### src/verilog/sss_pkg.sv
// Constants and types for the status link ends.
// Assumes a 25 MHz clock; cycle counts derive from it.
package sss_pkg;

  // ==========================================================
  // Clock
  localparam int CLK_KHZ = 25000;

  // ==========================================================
  // Status character timing
  localparam int BIT_MS = 150;
  localparam int BIT_CYC = BIT_MS * CLK_KHZ;
  localparam int GAP_MS = 5000;
  localparam int GAP_CYC = GAP_MS * CLK_KHZ;
  localparam int CHAR_BITS = 2;

  // ==========================================================
  // Safety output test pulses
  localparam int PULSE_US = 100;
  localparam int PULSE_CYC = PULSE_US * CLK_KHZ / 1000;
  localparam int SHIFT_MS = 500;
  localparam int SHIFT_CYC = SHIFT_MS * CLK_KHZ;
  localparam int PERIOD_MS = 1000;
  localparam int PERIOD_CYC = PERIOD_MS * CLK_KHZ;

  // ==========================================================
  // Restart window and pulse
  localparam int RST_MIN_MS = 30;
  localparam int RST_MIN_CYC = RST_MIN_MS * CLK_KHZ;
  localparam int RST_MAX_MS = 5000;
  localparam int RST_MAX_CYC = RST_MAX_MS * CLK_KHZ;
  localparam int RST_PULSE_MS = 100;
  localparam int RST_PULSE_CYC = RST_PULSE_MS * CLK_KHZ;

  // ==========================================================
  // Indicator
  localparam int BLINK_MS = 250;
  localparam int BLINK_CYC = BLINK_MS * CLK_KHZ;
  localparam int BOOT_BLINK_BASE = 2;
  localparam int PAUSE_PHASES = 4;
  localparam logic [1:0] LED_OFF = 2'h0;
  localparam logic [1:0] LED_RED = 2'h1;
  localparam logic [1:0] LED_GREEN = 2'h2;
  localparam logic [1:0] LED_YELLOW = 2'h3;

  // ==========================================================
  // Controller registers
  localparam logic [3:0] REG_CTRL = 4'h0;
  localparam logic [3:0] REG_STAT = 4'h4;
  localparam logic [1:0] RESP_OKAY = 2'h0;
  localparam logic [1:0] RESP_SLVERR = 2'h2;

  // ==========================================================
  // Types
  typedef enum logic [2:0] {SSS_AUTO_FB, SSS_AUTO, SSS_MANUAL, SSS_FIRST, SSS_MEMBER} sss_mode_e;
  typedef enum logic [1:0] {TX_GAP, TX_START, TX_CELL} sss_tx_e;
  typedef enum logic [1:0] {RX_IDLE, RX_BITS, RX_WAIT} sss_rx_e;

endpackage

### src/verilog/sss_link_if.sv
// Wires between sensor and controller ends.
// Assumes one shared clock; one-way levels.
`timescale 1ns/1ps
interface sss_link_if;
  logic status_line;
  logic safety_output_a;
  logic safety_output_b;
  logic chain_input_a;
  logic chain_input_b;
  logic contactor_feedback_input;

  modport dev
  (
    output status_line,
    output safety_output_a,
    output safety_output_b,
    input chain_input_a,
    input chain_input_b,
    input contactor_feedback_input
  );

  modport ctl
  (
    input status_line,
    input safety_output_a,
    input safety_output_b,
    output chain_input_a,
    output chain_input_b,
    output contactor_feedback_input
  );
endinterface

### src/verilog/sss_device.sv
// Sensor end: pulsed safety outputs, status line, indicator.
// Assumes synchronous, clean inputs.
//
// The AXI4-Lite register port and the placing of the registers are this design's own decisions.
`timescale 1ns/1ps
// What this block does
// - Status line is square wave of chain.
// - Character opens with 150 ms low start.
// - Zero bit rises at 150 ms cell centre.
// - One bit falls at 150 ms cell centre.
// - Idle high, gap at least 5000 ms.
// - Report clear or guard-open per sensor.
// - Serial variant sends state, simple follows outputs.
// - Upstream safety outputs drive chain inputs.
// - Sample contactor feedback input for contacts.
// - Test pulses 100 us, never over 120.
// - Second output pulses offset by 500 ms.
// - Test pulses repeat every second.
// - Guard state drives outputs and status.
// - Indicator colours show each sensor state.
// - Power-up yellow blinks encode the mode.
// - Fault blinks red; standalone modes also pulse code.
// - Teach wiring enables new actuator identity.
// - Status line never gates safety outputs.
// - Chain at most sixteen, automatic only.
// - Restart valid if high 30 ms..5 s.
module sss_device
#(
  parameter int BIT_CYC = sss_pkg::BIT_CYC,
  parameter int GAP_CYC = sss_pkg::GAP_CYC,
  parameter int SHIFT_CYC = sss_pkg::SHIFT_CYC,
  parameter int PERIOD_CYC = sss_pkg::PERIOD_CYC,
  parameter int RST_MIN_CYC = sss_pkg::RST_MIN_CYC,
  parameter int RST_MAX_CYC = sss_pkg::RST_MAX_CYC,
  parameter int BLINK_CYC = sss_pkg::BLINK_CYC
)
(
  // Clock and reset
  input wire logic clock_i,
  input wire logic reset_n_i,
  // Link to the far end
  sss_link_if.dev link,
  // Sensing and configuration
  input wire logic guard_closed_i,
  input wire logic programming_i,
  input wire logic serial_variant_i,
  input wire sss_pkg::sss_mode_e mode_i,
  input wire logic [3:0] fault_code_i,
  // Indications
  output logic [1:0] led_o,
  output logic outputs_on_o,
  output logic teach_enable_o
);
  import sss_pkg::*;

  // ==========================================================
  // Declarations
  logic [3:0] fault_q;
  logic standalone;
  logic in_chain;
  logic chain_ok;
  logic gate_ok;
  logic fb_prev;
  logic [31:0] rst_cnt;
  logic restart_ok;
  logic restart_armed;
  logic [31:0] pcnt;
  logic pulse_a;
  logic pulse_b;
  sss_tx_e tx_state;
  logic [31:0] tcnt;
  logic [3:0] nleft;
  logic [CHAR_BITS-1:0] word;
  logic tx_fault;
  logic tx_bit;
  logic gap_level;
  logic [31:0] bcnt;
  logic tick;
  logic phase;
  logic [4:0] seq;
  logic [4:0] blink_n;
  logic seq_on;
  logic boot_done;

  function automatic logic [4:0] boot_blinks(input sss_mode_e m);
    boot_blinks = 5'(int'(m) + BOOT_BLINK_BASE);
  endfunction

  // ==========================================================
  // Enable conditions
  assign standalone = (mode_i == SSS_AUTO_FB) || (mode_i == SSS_AUTO) || (mode_i == SSS_MANUAL);
  assign in_chain = !standalone;
  assign chain_ok = in_chain ? (link.chain_input_a && link.chain_input_b) : 1'b1;
  assign gate_ok = (mode_i == SSS_MANUAL) ? restart_armed :
                   (mode_i == SSS_AUTO_FB) ? (outputs_on_o || link.contactor_feedback_input) : 1'b1;

  // Fault latches until reset
  always_ff @(posedge clock_i)
  begin
    if (!reset_n_i)
      fault_q <= 4'h0;
    else if (fault_q == 4'h0)
      fault_q <= fault_code_i;
  end

  always_ff @(posedge clock_i)
  begin
    if (!reset_n_i)
      outputs_on_o <= 1'b0;
    else
      outputs_on_o <= guard_closed_i && chain_ok && gate_ok && (fault_q == 4'h0) && boot_done && !programming_i;
  end

  // ==========================================================
  // Restart pulse qualification
  always_ff @(posedge clock_i)
  begin
    if (!reset_n_i)
    begin
      fb_prev <= 1'b0;
      rst_cnt <= 32'h0;
      restart_ok <= 1'b0;
    end
    else
    begin
      fb_prev <= link.contactor_feedback_input;
      if (link.contactor_feedback_input && !fb_prev)
        rst_cnt <= 32'h0;
      else if (link.contactor_feedback_input && rst_cnt < 32'(RST_MAX_CYC))
        rst_cnt <= rst_cnt + 32'h1;
      restart_ok <= !link.contactor_feedback_input && fb_prev &&
                    rst_cnt >= 32'(RST_MIN_CYC - 1) && rst_cnt <= 32'(RST_MAX_CYC - 1);
    end
  end

  // Arm drops when guard opens
  always_ff @(posedge clock_i)
  begin
    if (!reset_n_i)
      restart_armed <= 1'b0;
    else if (!guard_closed_i)
      restart_armed <= 1'b0;
    else if (restart_ok)
      restart_armed <= 1'b1;
  end

  // ==========================================================
  // Safety output test pulses
  // one second repeat
  always_ff @(posedge clock_i)
  begin
    if (!reset_n_i)
      pcnt <= 32'h0;
    else if (pcnt >= 32'(PERIOD_CYC - 1))
      pcnt <= 32'h0;
    else
      pcnt <= pcnt + 32'h1;
  end

  assign pulse_a = pcnt < 32'(PULSE_CYC);
  assign pulse_b = (pcnt >= 32'(SHIFT_CYC)) && (pcnt < 32'(SHIFT_CYC + PULSE_CYC));

  always_ff @(posedge clock_i)
  begin
    if (!reset_n_i)
    begin
      link.safety_output_a <= 1'b0;
      link.safety_output_b <= 1'b0;
    end
    else
    begin
      link.safety_output_a <= outputs_on_o && !pulse_a;
      link.safety_output_b <= outputs_on_o && !pulse_b;
    end
  end

  // ==========================================================
  // Status transmitter
  // Fault pulses on low idle, character on high
  assign gap_level = (fault_q != 4'h0 && standalone) ? 1'b0 : (serial_variant_i ? 1'b1 : outputs_on_o);
  assign tx_bit = tx_fault || word[0];

  always_ff @(posedge clock_i)
  begin
    if (!reset_n_i)
    begin
      tx_state <= TX_GAP;
      tcnt <= 32'h0;
      nleft <= 4'h0;
      word <= '0;
      tx_fault <= 1'b0;
      link.status_line <= 1'b1;
    end
    else
    begin
      case (tx_state)
        TX_GAP:
        begin
          // idle level held for the whole gap
          link.status_line <= gap_level;
          if (tcnt >= 32'(GAP_CYC - 1))
          begin
            tcnt <= 32'h0;
            if (fault_q != 4'h0 && standalone)
            begin
              tx_fault <= 1'b1;
              nleft <= fault_q;
              tx_state <= TX_CELL;
            end
            else if (serial_variant_i)
            begin
              tx_fault <= 1'b0;
              nleft <= 4'(CHAR_BITS);
              word <= {link.chain_input_a && link.chain_input_b, guard_closed_i};
              tx_state <= TX_START;
            end
          end
          else
            tcnt <= tcnt + 32'h1;
        end
        TX_START:
        begin
          link.status_line <= 1'b0;
          if (tcnt >= 32'(BIT_CYC - 1))
          begin
            tcnt <= 32'h0;
            tx_state <= TX_CELL;
          end
          else
            tcnt <= tcnt + 32'h1;
        end
        TX_CELL:
        begin
          link.status_line <= (tcnt < 32'(BIT_CYC / 2)) ? tx_bit : !tx_bit;
          if (tcnt >= 32'(BIT_CYC - 1))
          begin
            tcnt <= 32'h0;
            word <= word >> 1;
            nleft <= nleft - 4'h1;
            if (nleft == 4'h1)
              tx_state <= TX_GAP;
          end
          else
            tcnt <= tcnt + 32'h1;
        end
        default:
          tx_state <= TX_GAP;
      endcase
    end
  end

  // ==========================================================
  // Indicator
  assign tick = bcnt >= 32'(BLINK_CYC - 1);
  assign blink_n = (fault_q != 4'h0) ? {1'b0, fault_q} : boot_blinks(mode_i);
  assign seq_on = (seq < {blink_n[3:0], 1'b0}) && !seq[0];

  always_ff @(posedge clock_i)
  begin
    if (!reset_n_i)
    begin
      bcnt <= 32'h0;
      phase <= 1'b0;
    end
    else if (tick)
    begin
      bcnt <= 32'h0;
      phase <= !phase;
    end
    else
      bcnt <= bcnt + 32'h1;
  end

  always_ff @(posedge clock_i)
  begin
    if (!reset_n_i)
    begin
      seq <= 5'h0;
      boot_done <= 1'b0;
    end
    else if (tick)
    begin
      if (seq >= 5'({blink_n[3:0], 1'b0} + 5'(PAUSE_PHASES) - 5'h1))
      begin
        seq <= 5'h0;
        if (fault_q == 4'h0)
          boot_done <= 1'b1;
      end
      else
        seq <= seq + 5'h1;
    end
  end

  always_ff @(posedge clock_i)
  begin
    if (!reset_n_i)
      led_o <= LED_OFF;
    // red blinks for the fault code
    else if (fault_q != 4'h0)
      led_o <= seq_on ? LED_RED : LED_OFF;
    else if (!boot_done)
      led_o <= seq_on ? LED_YELLOW : LED_OFF;
    else if (programming_i)
      led_o <= phase ? LED_GREEN : LED_OFF;
    else if (outputs_on_o)
      led_o <= LED_GREEN;
    else if (in_chain && guard_closed_i && !chain_ok)
      led_o <= phase ? LED_GREEN : LED_RED;
    else if (mode_i == SSS_MANUAL && guard_closed_i)
      led_o <= LED_YELLOW;
    else
      led_o <= LED_RED;
  end

  // ==========================================================
  // Teach wiring detect
  always_ff @(posedge clock_i)
  begin
    if (!reset_n_i)
      teach_enable_o <= 1'b0;
    else
      teach_enable_o <= (link.chain_input_a == link.safety_output_a) &&
                        (link.chain_input_b == link.status_line) && link.contactor_feedback_input;
  end

endmodule

### src/flat_wrapper.sv
// flat-port wrapper written by rule: the top's interface ports become plain ports
module sss_device_flat import sss_pkg::*;
#(
  parameter int BIT_CYC = sss_pkg::BIT_CYC,
  parameter int GAP_CYC = sss_pkg::GAP_CYC,
  parameter int SHIFT_CYC = sss_pkg::SHIFT_CYC,
  parameter int PERIOD_CYC = sss_pkg::PERIOD_CYC,
  parameter int RST_MIN_CYC = sss_pkg::RST_MIN_CYC,
  parameter int RST_MAX_CYC = sss_pkg::RST_MAX_CYC,
  parameter int BLINK_CYC = sss_pkg::BLINK_CYC
)
  (clock_i, reset_n_i, guard_closed_i, programming_i, serial_variant_i, mode_i, fault_code_i, led_o, outputs_on_o, teach_enable_o, link_status_line, link_safety_output_a, link_safety_output_b, link_chain_input_a, link_chain_input_b, link_contactor_feedback_input);
  sss_link_if link_i ();
  input wire logic clock_i;
  input wire logic reset_n_i;
  input wire logic guard_closed_i;
  input wire logic programming_i;
  input wire logic serial_variant_i;
  input wire sss_pkg::sss_mode_e mode_i;
  input wire logic [3:0] fault_code_i;
  output logic [1:0] led_o;
  output logic outputs_on_o;
  output logic teach_enable_o;
  output wire logic [$bits(link_i.status_line)-1:0] link_status_line;
  output wire logic [$bits(link_i.safety_output_a)-1:0] link_safety_output_a;
  output wire logic [$bits(link_i.safety_output_b)-1:0] link_safety_output_b;
  input wire logic [$bits(link_i.chain_input_a)-1:0] link_chain_input_a;
  input wire logic [$bits(link_i.chain_input_b)-1:0] link_chain_input_b;
  input wire logic [$bits(link_i.contactor_feedback_input)-1:0] link_contactor_feedback_input;
  assign link_status_line = link_i.status_line;
  assign link_safety_output_a = link_i.safety_output_a;
  assign link_safety_output_b = link_i.safety_output_b;
  assign link_i.chain_input_a = link_chain_input_a;
  assign link_i.chain_input_b = link_chain_input_b;
  assign link_i.contactor_feedback_input = link_contactor_feedback_input;
  sss_device #(.BIT_CYC(BIT_CYC), .GAP_CYC(GAP_CYC), .SHIFT_CYC(SHIFT_CYC), .PERIOD_CYC(PERIOD_CYC), .RST_MIN_CYC(RST_MIN_CYC), .RST_MAX_CYC(RST_MAX_CYC), .BLINK_CYC(BLINK_CYC)) u_core (.clock_i(clock_i), .reset_n_i(reset_n_i), .link(link_i), .guard_closed_i(guard_closed_i), .programming_i(programming_i), .serial_variant_i(serial_variant_i), .mode_i(mode_i), .fault_code_i(fault_code_i), .led_o(led_o), .outputs_on_o(outputs_on_o), .teach_enable_o(teach_enable_o));
endmodule
### config.mk
export PLATFORM = sky130hd
export DESIGN_NAME = sss_device_flat
export DESIGN_NICKNAME = d
export VERILOG_FILES = /design/src/verilog/sss_pkg.sv /design/src/verilog/sss_link_if.sv /design/src/verilog/sss_device.sv /design/src/flat_wrapper.sv
export SDC_FILE = /design/constraint.sdc
export NUM_CORES = 1
export LEC_CHECK = 0
export ABC_AREA = 1
export BUFFER_PORTS_ARGS = -buffer_cell sky130_fd_sc_hd__buf_2
export CAP_MARGIN = 10
export CORE_ASPECT_RATIO = 0.5
export CORE_MARGIN = 2
export CORE_UTILIZATION = 45
export CTS_BUF_LIST = sky130_fd_sc_hd__clkbuf_2
export DETAILED_ROUTE_END_ITERATION = 7
export HOLD_SLACK_MARGIN = 0.1
export SYNTH_ARGS = -nofsm -noshare
export SYNTH_HDL_FRONTEND = slang
export SYNTH_SLANG_ARGS = --single-unit
### constraint.sdc
create_clock -name clock_i -period 7 [get_ports clock_i]
set_input_delay 1.75 -clock clock_i [delete_from_list [all_inputs] [get_ports clock_i]]
set_output_delay 1.75 -clock clock_i [all_outputs]
set_load 0.05 [all_outputs]
==> results of run 1 <==
[area by class of cell]
| class | instances | area (um^2) | area share [%] |
|---|---|---|---|
| Clock buffer | 17 | 85.1 | 0.914 |
| Clock inverter | 15 | 176 | 1.89 |
| Inverter | 171 | 642 | 6.89 |
| Tap cell | 259 | 324 | 3.48 |
| Multi-Input combinational cell | 919 | 4800 | 51.6 |
| Sequential cell | 158 | 3160 | 34.0 |
| Timing Repair Buffer | 23 | 120 | 1.29 |
[cells by family (layout without fill, tap and decap cells)]
group	Yosys count	in the layout	synth area share, %
AND/OR/NAND/NOR	702	702	37.7
AO/OA/AOI/OAI	121	121	7.66
flip-flops	158	158	36.3
XOR/XNOR	59	59	5.93
other	1	16	0.0430
adder cells (fa/ha/maj)	21	21	3.01
buffers and inverters	200	226	9.36
[power by group]
part	switching (mW)	internal (mW)	total [mW]
clock network	0.364	0.179	0.543
registers	0.0182	0.923	0.942
logic	0.105	0.0515	0.156
total	0.487	1.15	1.64
[stage by stage]
step                power, mW  worst slack (ns)  hold WS (ns)  instance area, um^2  std cells
CTS                      1.67              3.45         0.457                 9310       1562
finish                   1.64              3.60         0.457                 9310       1562
floorplan                1.07              3.46         0.417                 8770       1277
global placement         1.11              3.14         0.427                 9050       1530
detailed placement       1.11              2.99         0.429                 9050       1530
global route             1.73              3.49         0.472                 9310       1562
[path summary, 6_finish.rpt]
check | startpoint | to | slack [ns] | cells past startpoint
worst max-delay path | u_core.outputs_on_o$_SDFF_PN0_ | outputs_on_o | 3.60 | 1
worst min-delay path | u_core.tcnt[27]$_SDFFE_PN0P_ | u_core.tcnt[27]$_SDFFE_PN0P_ | 0.46 | 2
worst max register to register | u_core.fault_q[1]$_SDFFE_PN0N_ | u_core.seq[3]$_SDFFE_PN0P_ | 4.32 | 12
worst min register to register | u_core.tcnt[27]$_SDFFE_PN0P_ | u_core.tcnt[27]$_SDFFE_PN0P_ | 0.46 | 2
[registers in the layout, summed over array words and instances, names as in the netlist]
| name | count |
|---|---|
| u_core.bcnt | 32 |
| u_core.boot_done | 1 |
| u_core.fault_q | 4 |
| u_core.fb_prev | 1 |
| u_core.led_o | 2 |
| u_core.link.safety_output_a | 1 |
| u_core.link.safety_output_b | 1 |
| u_core.link.status_line | 1 |
| u_core.nleft | 4 |
| u_core.outputs_on_o | 1 |
| u_core.pcnt | 32 |
| u_core.phase | 1 |
| u_core.restart_armed | 1 |
| u_core.restart_ok | 1 |
| u_core.rst_cnt | 32 |
| u_core.seq | 5 |
| u_core.tcnt | 32 |
| u_core.teach_enable_o | 1 |
| u_core.tx_fault | 1 |
| u_core.tx_state | 2 |
| u_core.word | 2 |
[placed cells by master (no fill, tap or decap), drive strengths merged, types with 3 or more instances in the layout]
cell type,instances
a31oi,3
nor2,193
a21oi,72
buf,23
xor2,48
or2,6
nand3,105
nand3b,5
nor3,47
nor4,12
dfxtp,158
clkinv,5
ha,21
inv,177
nand4,46
xnor2,11
o21ai,31
o211ai,3
conb,16
clkbuf,17
nand2,284
[routing by layer]
layer	part of all wire, %	global-route usage [%]	vias up
met5	0	0	-
li1	-	-	4106
met3	3.1	4.02	23
met4	1.7	6.61	0
met2	45	33.3	99
met1	51	25.4	3540
==> qor.csv, run 1 <==
metric;value;unit
worstSetupPathType;register to primary output;
place.gp.congestion;0.890;
insertion_delay;0.78;ns
die-area;0.0206;mm^2
area_growth;6.79;%
routed_wirelength;19.2;mm
cts_root_buffer;clkbuf_2;
clockBufferDepth;2;
grt_pass1_vias;7059;
path_clk_slew;0.23;ns
detail-route-antenna-nets;0;
netlist_instances;1262;
die_w;201;um
maxCapViolCount;0;
synth_most_common_cell;nand2_1;
first_pass_iters;5;
hold_viol_final;0;
drc_errors;0;
skew;0.0333;ns
vias;7768;
synth_top_area_share;36.3;%
slew_headroom;47.8;%
core_area;0.0187;mm^2
dpl.hpwl;14.0;mm
cts_setup_buffers;0;
worst-path-buf-inv;1;
nets;1326;
vdd_drop_max;0.0000814;V
ys_seq_area_share;36.3;%
synth_top_area_cell;dfxtp_1;
die_h;102;um
crit_arrival;1.65;ns
io_buffers;21;
syn_area;0.00872;mm^2
async_flop_share;0;%
synth-edff-count;0;
rows;35;
fmax;0.294;GHz
avgSynthCellArea;6.91;um^2
end_kind;primary output;
hp-class;register to register;
rsz0062_at_grt;false;
synth.area.top_cells;dfxtp_1 36%, nand2_1 12%, nor2_1 7.7%;
antenna_cells;0;
critPathMaxStageDelay;0.56;ns
cts.sinks;158;
drt_first_iter_violations;428;
ctsHoldBuffers;0;
pwr_density_cell;176;mW/mm^2
ys_types;56;
final_core_util;49.8;%
fin_crit_sh;48.6;%
cp_slowest_cell;dfxtp_1;
cts_buffers;17;
drv_slew;0;
detail_route.vias_per_cell;4.97;
ys_warn_count;0;
grt.overflow.total;0;
status;finished clean;
drive_above_1_share;8.90;%
synth_ff_type;dfxtp_1;
wl_per_cell;12.3;um
h-tree-depth;4;
initial_core_util;46.6;%
synthTopCellsByCount;271 x nand2_1, 178 x nor2_1, 165 x inv_1;
track_usage;19.6;%
fin_crit;3.40;ns
num_io_pins;22;
grt_max_degree;33;
antenna_found_initial;0;
ys_seq_elements;158;
cts_resized;0;
tns;0;ns
path_delay_family;flip-flops;
worstPathRequired;5.25;ns
power.leakage;3.88;nW
start_kind;register;
setup_violations;0;
tritoncts;done;
crit_fanout;5;
grt_pass1_wl;32.9;mm
tightest_slew;0.779;ns
fillers;1937;
crit_path_cell_trace;buf_2;
(Power assumes the default switching activity.)
==> run 2: changes to the inputs <==
==> constraint.sdc (replaced) <==
create_clock -name clock_i -period 3.05 [get_ports clock_i]
set_input_delay 0.7625 -clock clock_i [delete_from_list [all_inputs] [get_ports clock_i]]
set_output_delay 0.7625 -clock clock_i [all_outputs]
set_load 0.05 [all_outputs]
==> qor.csv, run 2 (same netlist as run 1, synthesis figures left out) <==
metric;value;unit
die_w;201;um
hp-class;primary input to register;
start_kind;register;
power.switching;1.06;mW
dpl_cell_area;0.00906;mm^2
cp_slowest_cell;o21ai_0;
vdd_drop_max;0.000200;V
ctsHoldBuffers;0;
cts_buffers;17;
p_sw_share;28.8;%
area_growth;6.62;%
initial_core_util;46.6;%
cts_root_buffer;clkbuf_2;
core_area;0.0187;mm^2
num_io_pins;22;
fin_area;0.00930;mm^2
cts_resized;0;
critPathMaxStageDelay;0.44;ns
crit_fanout;6;
io_buffers;21;
rsz0062_at_grt;false;
crit_path_cell_trace;nor2_1 > nand3_1 > o21ai_0 > nand3b_1 > xor2_1 > ha_1 > nand4_1 > o221ai_1 > nand3b_1 > o21ai_0;
clockBufferDepth;2;
worstPathRequired;3.75;ns
routed_wirelength;19.4;mm
crit_arrival;3.29;ns
met3_usage;4.66;%
hold_viol_final;0;
p_int;2.62;mW
maxCapViolCount;0;
multi_input_area;0.00480;mm^2
die_h;102;um
insertion_delay;0.78;ns
slew_headroom;54.2;%
ff2ff_setup_slack;0.46;ns
first_pass_iters;5;
fin_crit;2.59;ns
place.gp.congestion;0.905;
final_cells;1563;
seq_power_share;58.7;%
die-area;0.0206;mm^2
drt_first_iter_violations;416;
fillers;1965;
nets;1328;
p_total;3.68;mW
end_kind;register;
layout_setup_ws;0.456;ns
rows;35;
status;finished clean;
place_ws;0.194;ns
tns;0;ns
track_usage;20.0;%
grt.overflow.total;0;
grt_max_degree;33;
cts_setup_buffers;0;
fmax;0.385;GHz
grt_pass1_vias;7294;
power.leakage;3.87;nW
clkPwrFrac;31.4;%
antenna_cells;0;
path_clk_slew;0.23;ns
h-tree-depth;4;
hold_slack;0.219;ns
seqCellArea;0.00316;mm^2
detail_route.vias_per_cell;4.99;
setup_violations;0;
use_met1;25.5;%
pwr_density_cell;396;mW/mm^2
final_cell_mix;271 x nand2_1, 178 x nor2_1, 165 x inv_1;
tightest_slew;0.685;ns
skew;0.0474;ns
worstSetupPathType;register to register;
vias;7793;
wl_per_cell;12.4;um
dp_cells;1532;
combPwrFrac;9.9;%
drv_slew;0;
grt-busiest-layer;met2;
grtUsageMet2;34.1;%
grt_pass1_wl;33.6;mm
tritoncts;done;
drc_errors;0;
dpl.hpwl;14.2;mm
final_core_util;49.7;%
antenna_found_initial;0;
final_common_cell;nand2_1;
fin_crit_sh;85.1;%
detail-route-antenna-nets;0;
drive_above_1_share;8.97;%
cts.sinks;158;
-- run 2: changes by cell type in the layout (fill, tap and decap cells not counted), sizes merged --
cell	previous run	this run
buf	23	25
clkinv	5	9
inv	177	171
clkbuf	17	18
-- run 2: final timing paths --
check / startpoint / endpoint / cells past startpoint
max reg2reg: u_core.fault_q[0]$_SDFFE_PN0N_ / u_core.seq[1]$_SDFFE_PN0P_ / 10
min reg2reg: u_core.tcnt[28]$_SDFFE_PN0P_ / u_core.tcnt[28]$_SDFFE_PN0P_ / 2
max: u_core.fault_q[0]$_SDFFE_PN0N_ / u_core.seq[1]$_SDFFE_PN0P_ / 10
min: fault_code_i[2] / u_core.fault_q[2]$_SDFFE_PN0N_ / 3
-- run 2: critical path: cells and delay by family, from the launching register on --
family | cells | cell delay [ns]
AO/OA/AOI/OAI | 3 | 0.95
flip-flops | 1 | 0.37
XOR/XNOR | 1 | 0.17
adder cells (fa/ha/maj) | 1 | 0.32
AND/OR/NAND/NOR | 5 | 0.72
-- run 2: metal layers --
metal	part of all wire [%]	vias to the layer above
li1	-	4108
met1	50	3552
met2	44	109
met3	3.6	24
met4	1.6	0
met5	0	-
-- run 2: power by group through the flow --
stage	sequential, mW	clock (mW)	combinational [mW]
finish	2.16	1.15	0.365
CTS	2.16	1.20	0.365
global route	2.17	1.30	0.416
detailed placement	2.20	0	0.363
global placement	2.20	0	0.351
floorplan	2.22	0	0.237
-- run 2: area by class of cell --
class	instances	area share, %
Clock buffer	18	0.969
Clock inverter	13	1.52
Timing Repair Buffer	25	1.45
Multi-Input combinational cell	919	51.6
Inverter	171	6.91
Sequential cell	158	34.0
Tap cell	259	3.49
==> run 3: changes to the inputs <==
--- a/config.mk
+++ b/config.mk
@@ -10,10 +10,11 @@
 export CAP_MARGIN = 10
 export CORE_ASPECT_RATIO = 0.5
 export CORE_MARGIN = 2
-export CORE_UTILIZATION = 45
+export CORE_UTILIZATION = 65
 export CTS_BUF_LIST = sky130_fd_sc_hd__clkbuf_2
 export DETAILED_ROUTE_END_ITERATION = 7
 export HOLD_SLACK_MARGIN = 0.1
+export PLACE_DENSITY = 0.82
 export SYNTH_ARGS = -nofsm -noshare
 export SYNTH_HDL_FRONTEND = slang
 export SYNTH_SLANG_ARGS = --single-unit
==> constraint.sdc (replaced) <==
create_clock -name clock_i -period 2.8 [get_ports clock_i]
set_input_delay 0.7 -clock clock_i [delete_from_list [all_inputs] [get_ports clock_i]]
set_output_delay 0.7 -clock clock_i [all_outputs]
set_load 0.005 [all_outputs]
==> qor.csv, run 3 (same netlist as run 1, synthesis figures left out) <==
metric;value;unit
tns;0;ns
place.gp.congestion;0.933;
cts_setup_buffers;0;
initial_core_util;67.7;%
end_kind;register;
cts_resized;0;
maxCapViolCount;0;
drive_above_1_share;9.10;%
grt_pass1_wl;32.9;mm
h-tree-depth;4;
wl_per_cell;12.7;um
status;finished clean;
fmax;0.400;GHz
rows;29;
skew;0.0421;ns
grt.overflow.total;0;
final_common_cell;nand2_1;
crit_arrival;3.16;ns
insertion_delay;0.72;ns
cts_root_buffer;clkbuf_2;
critPathMaxStageDelay;0.39;ns
worstSetupPathType;register to register;
grt_pass1_vias;7442;
detail-route-antenna-nets;0;
dpl.hpwl;13.9;mm
p_total;3.99;mW
drt_first_iter_violations;495;
cp_slowest_cell;dfxtp_1;
nets;1330;
final_cells;1478;
vias;8005;
core_area;0.0129;mm^2
cts.sinks;158;
detail_route.vias_per_cell;5.42;
dp_cells;1445;
start_kind;register;
track_usage;27.6;%
tightest_slew;0.672;ns
tritoncts;done;
fin_crit;2.50;ns
die_w;168;um
die_h;85.9;um
ctsHoldBuffers;0;
worstPathRequired;3.46;ns
power.leakage;3.89;nW
rsz0062_at_grt;false;
cts_buffers;17;
setup_violations;0;
pwr_density_cell;433;mW/mm^2
hp-class;primary input to register;
slew_headroom;55.1;%
drv_slew;0;
first_pass_iters;7;
crit_top_cell;a21oi_1;
path_clk_slew;0.24;ns
crit_fanout;9;
hold_viol_final;0;
area_growth;5.60;%
antenna_found_initial;0;
clockBufferDepth;2;
routed_wirelength;18.8;mm
num_io_pins;22;
final_cell_mix;271 x nand2_1, 178 x nor2_1, 165 x inv_1;
vdd_drop_max;0.000316;V
die-area;0.0144;mm^2
drc_errors;0;
fin_crit_sh;89.3;%
grt_max_degree;33;
crit_path_cell_trace;inv_1 > nand3_1 > clkinv_1 > a21oi_1 > nand3b_1 > xor2_1 > ha_1 > a21oi_1 > o221ai_1 > a21oi_1 > nand2_1 > a21oi_1;
io_buffers;21;
[run 3: cell count changes in the layout (fill, tap and decap cells not counted)]
cell,previous run,this run
clkinv_1,3,4
bufinv_16,2,1
clkinv_2,2,0
inv_6,2,5
inv_8,0,4
clkinv_4,4,2
clkinvlp_4,2,1
buf_4,4,6
clkbuf_2,18,17
diode_2,0,1
[run 3: final cells by class]
cell class              count  area [um^2]
diodes                      1         2.50
clock buffers              17         85.1
clock inverters            15          151
fillers                  1094         3670
inverters                 171          642
multi-input cells         919         4800
flip-flops and latches    158         3160
well taps                 170          213
repair buffers             27          150
[run 3: metrics by stage]
step                      cell area (um^2)  setup slack [ns]  hold slack (ns)  util (%)
after floorplan                       8770             0.314            0.417         -
after global placement                8970             0.102            0.426      69.6
after detailed placement              8970            0.0491            0.430      69.6
after CTS                             9200             0.352            0.174      71.5
after global routing                  9200            0.0826            0.174      71.5
final                                 9210             0.299            0.216      71.5
[run 3: final timing paths]
| path | from | to | slack, ns | cells past startpoint |
|---|---|---|---|---|
| hold reg to reg | u_core.tcnt[30]$_SDFFE_PN0P_ | u_core.tcnt[30]$_SDFFE_PN0P_ | 0.46 | 2 |
| setup reg to reg | u_core.fault_q[2]$_SDFFE_PN0N_ | u_core.seq[3]$_SDFFE_PN0P_ | 0.30 | 12 |
| hold / removal | fault_code_i[0] | u_core.fault_q[0]$_SDFFE_PN0N_ | 0.22 | 3 |
| setup / recovery | u_core.fault_q[2]$_SDFFE_PN0N_ | u_core.seq[3]$_SDFFE_PN0P_ | 0.30 | 12 |
[run 3: routing by layer]
layer	routed length, um	GRT usage (%)	up-vias
met2	8900	48.1	192
li1	-	-	4118
met1	8900	35.5	3677
met5	0	0	-
met3	791	5.03	18
met4	171	7.59	0
[run 3: where the power goes]
| part | switching, mW | internal [mW] |
|---|---|---|
| Combinational | 0.224 | 0.139 |
| Clock | 0.912 | 0.359 |
| Sequential | 0.0427 | 2.31 |
[run 3: critical path: cells and delay by family, from the launching register on]
family,cells,cell delay (ns)
flip-flops,1,0.39
AND/OR/NAND/NOR,3,0.33
AO/OA/AOI/OAI,5,0.94
buffers and inverters,2,0.32
XOR/XNOR,1,0.19
adder cells (fa/ha/maj),1,0.28
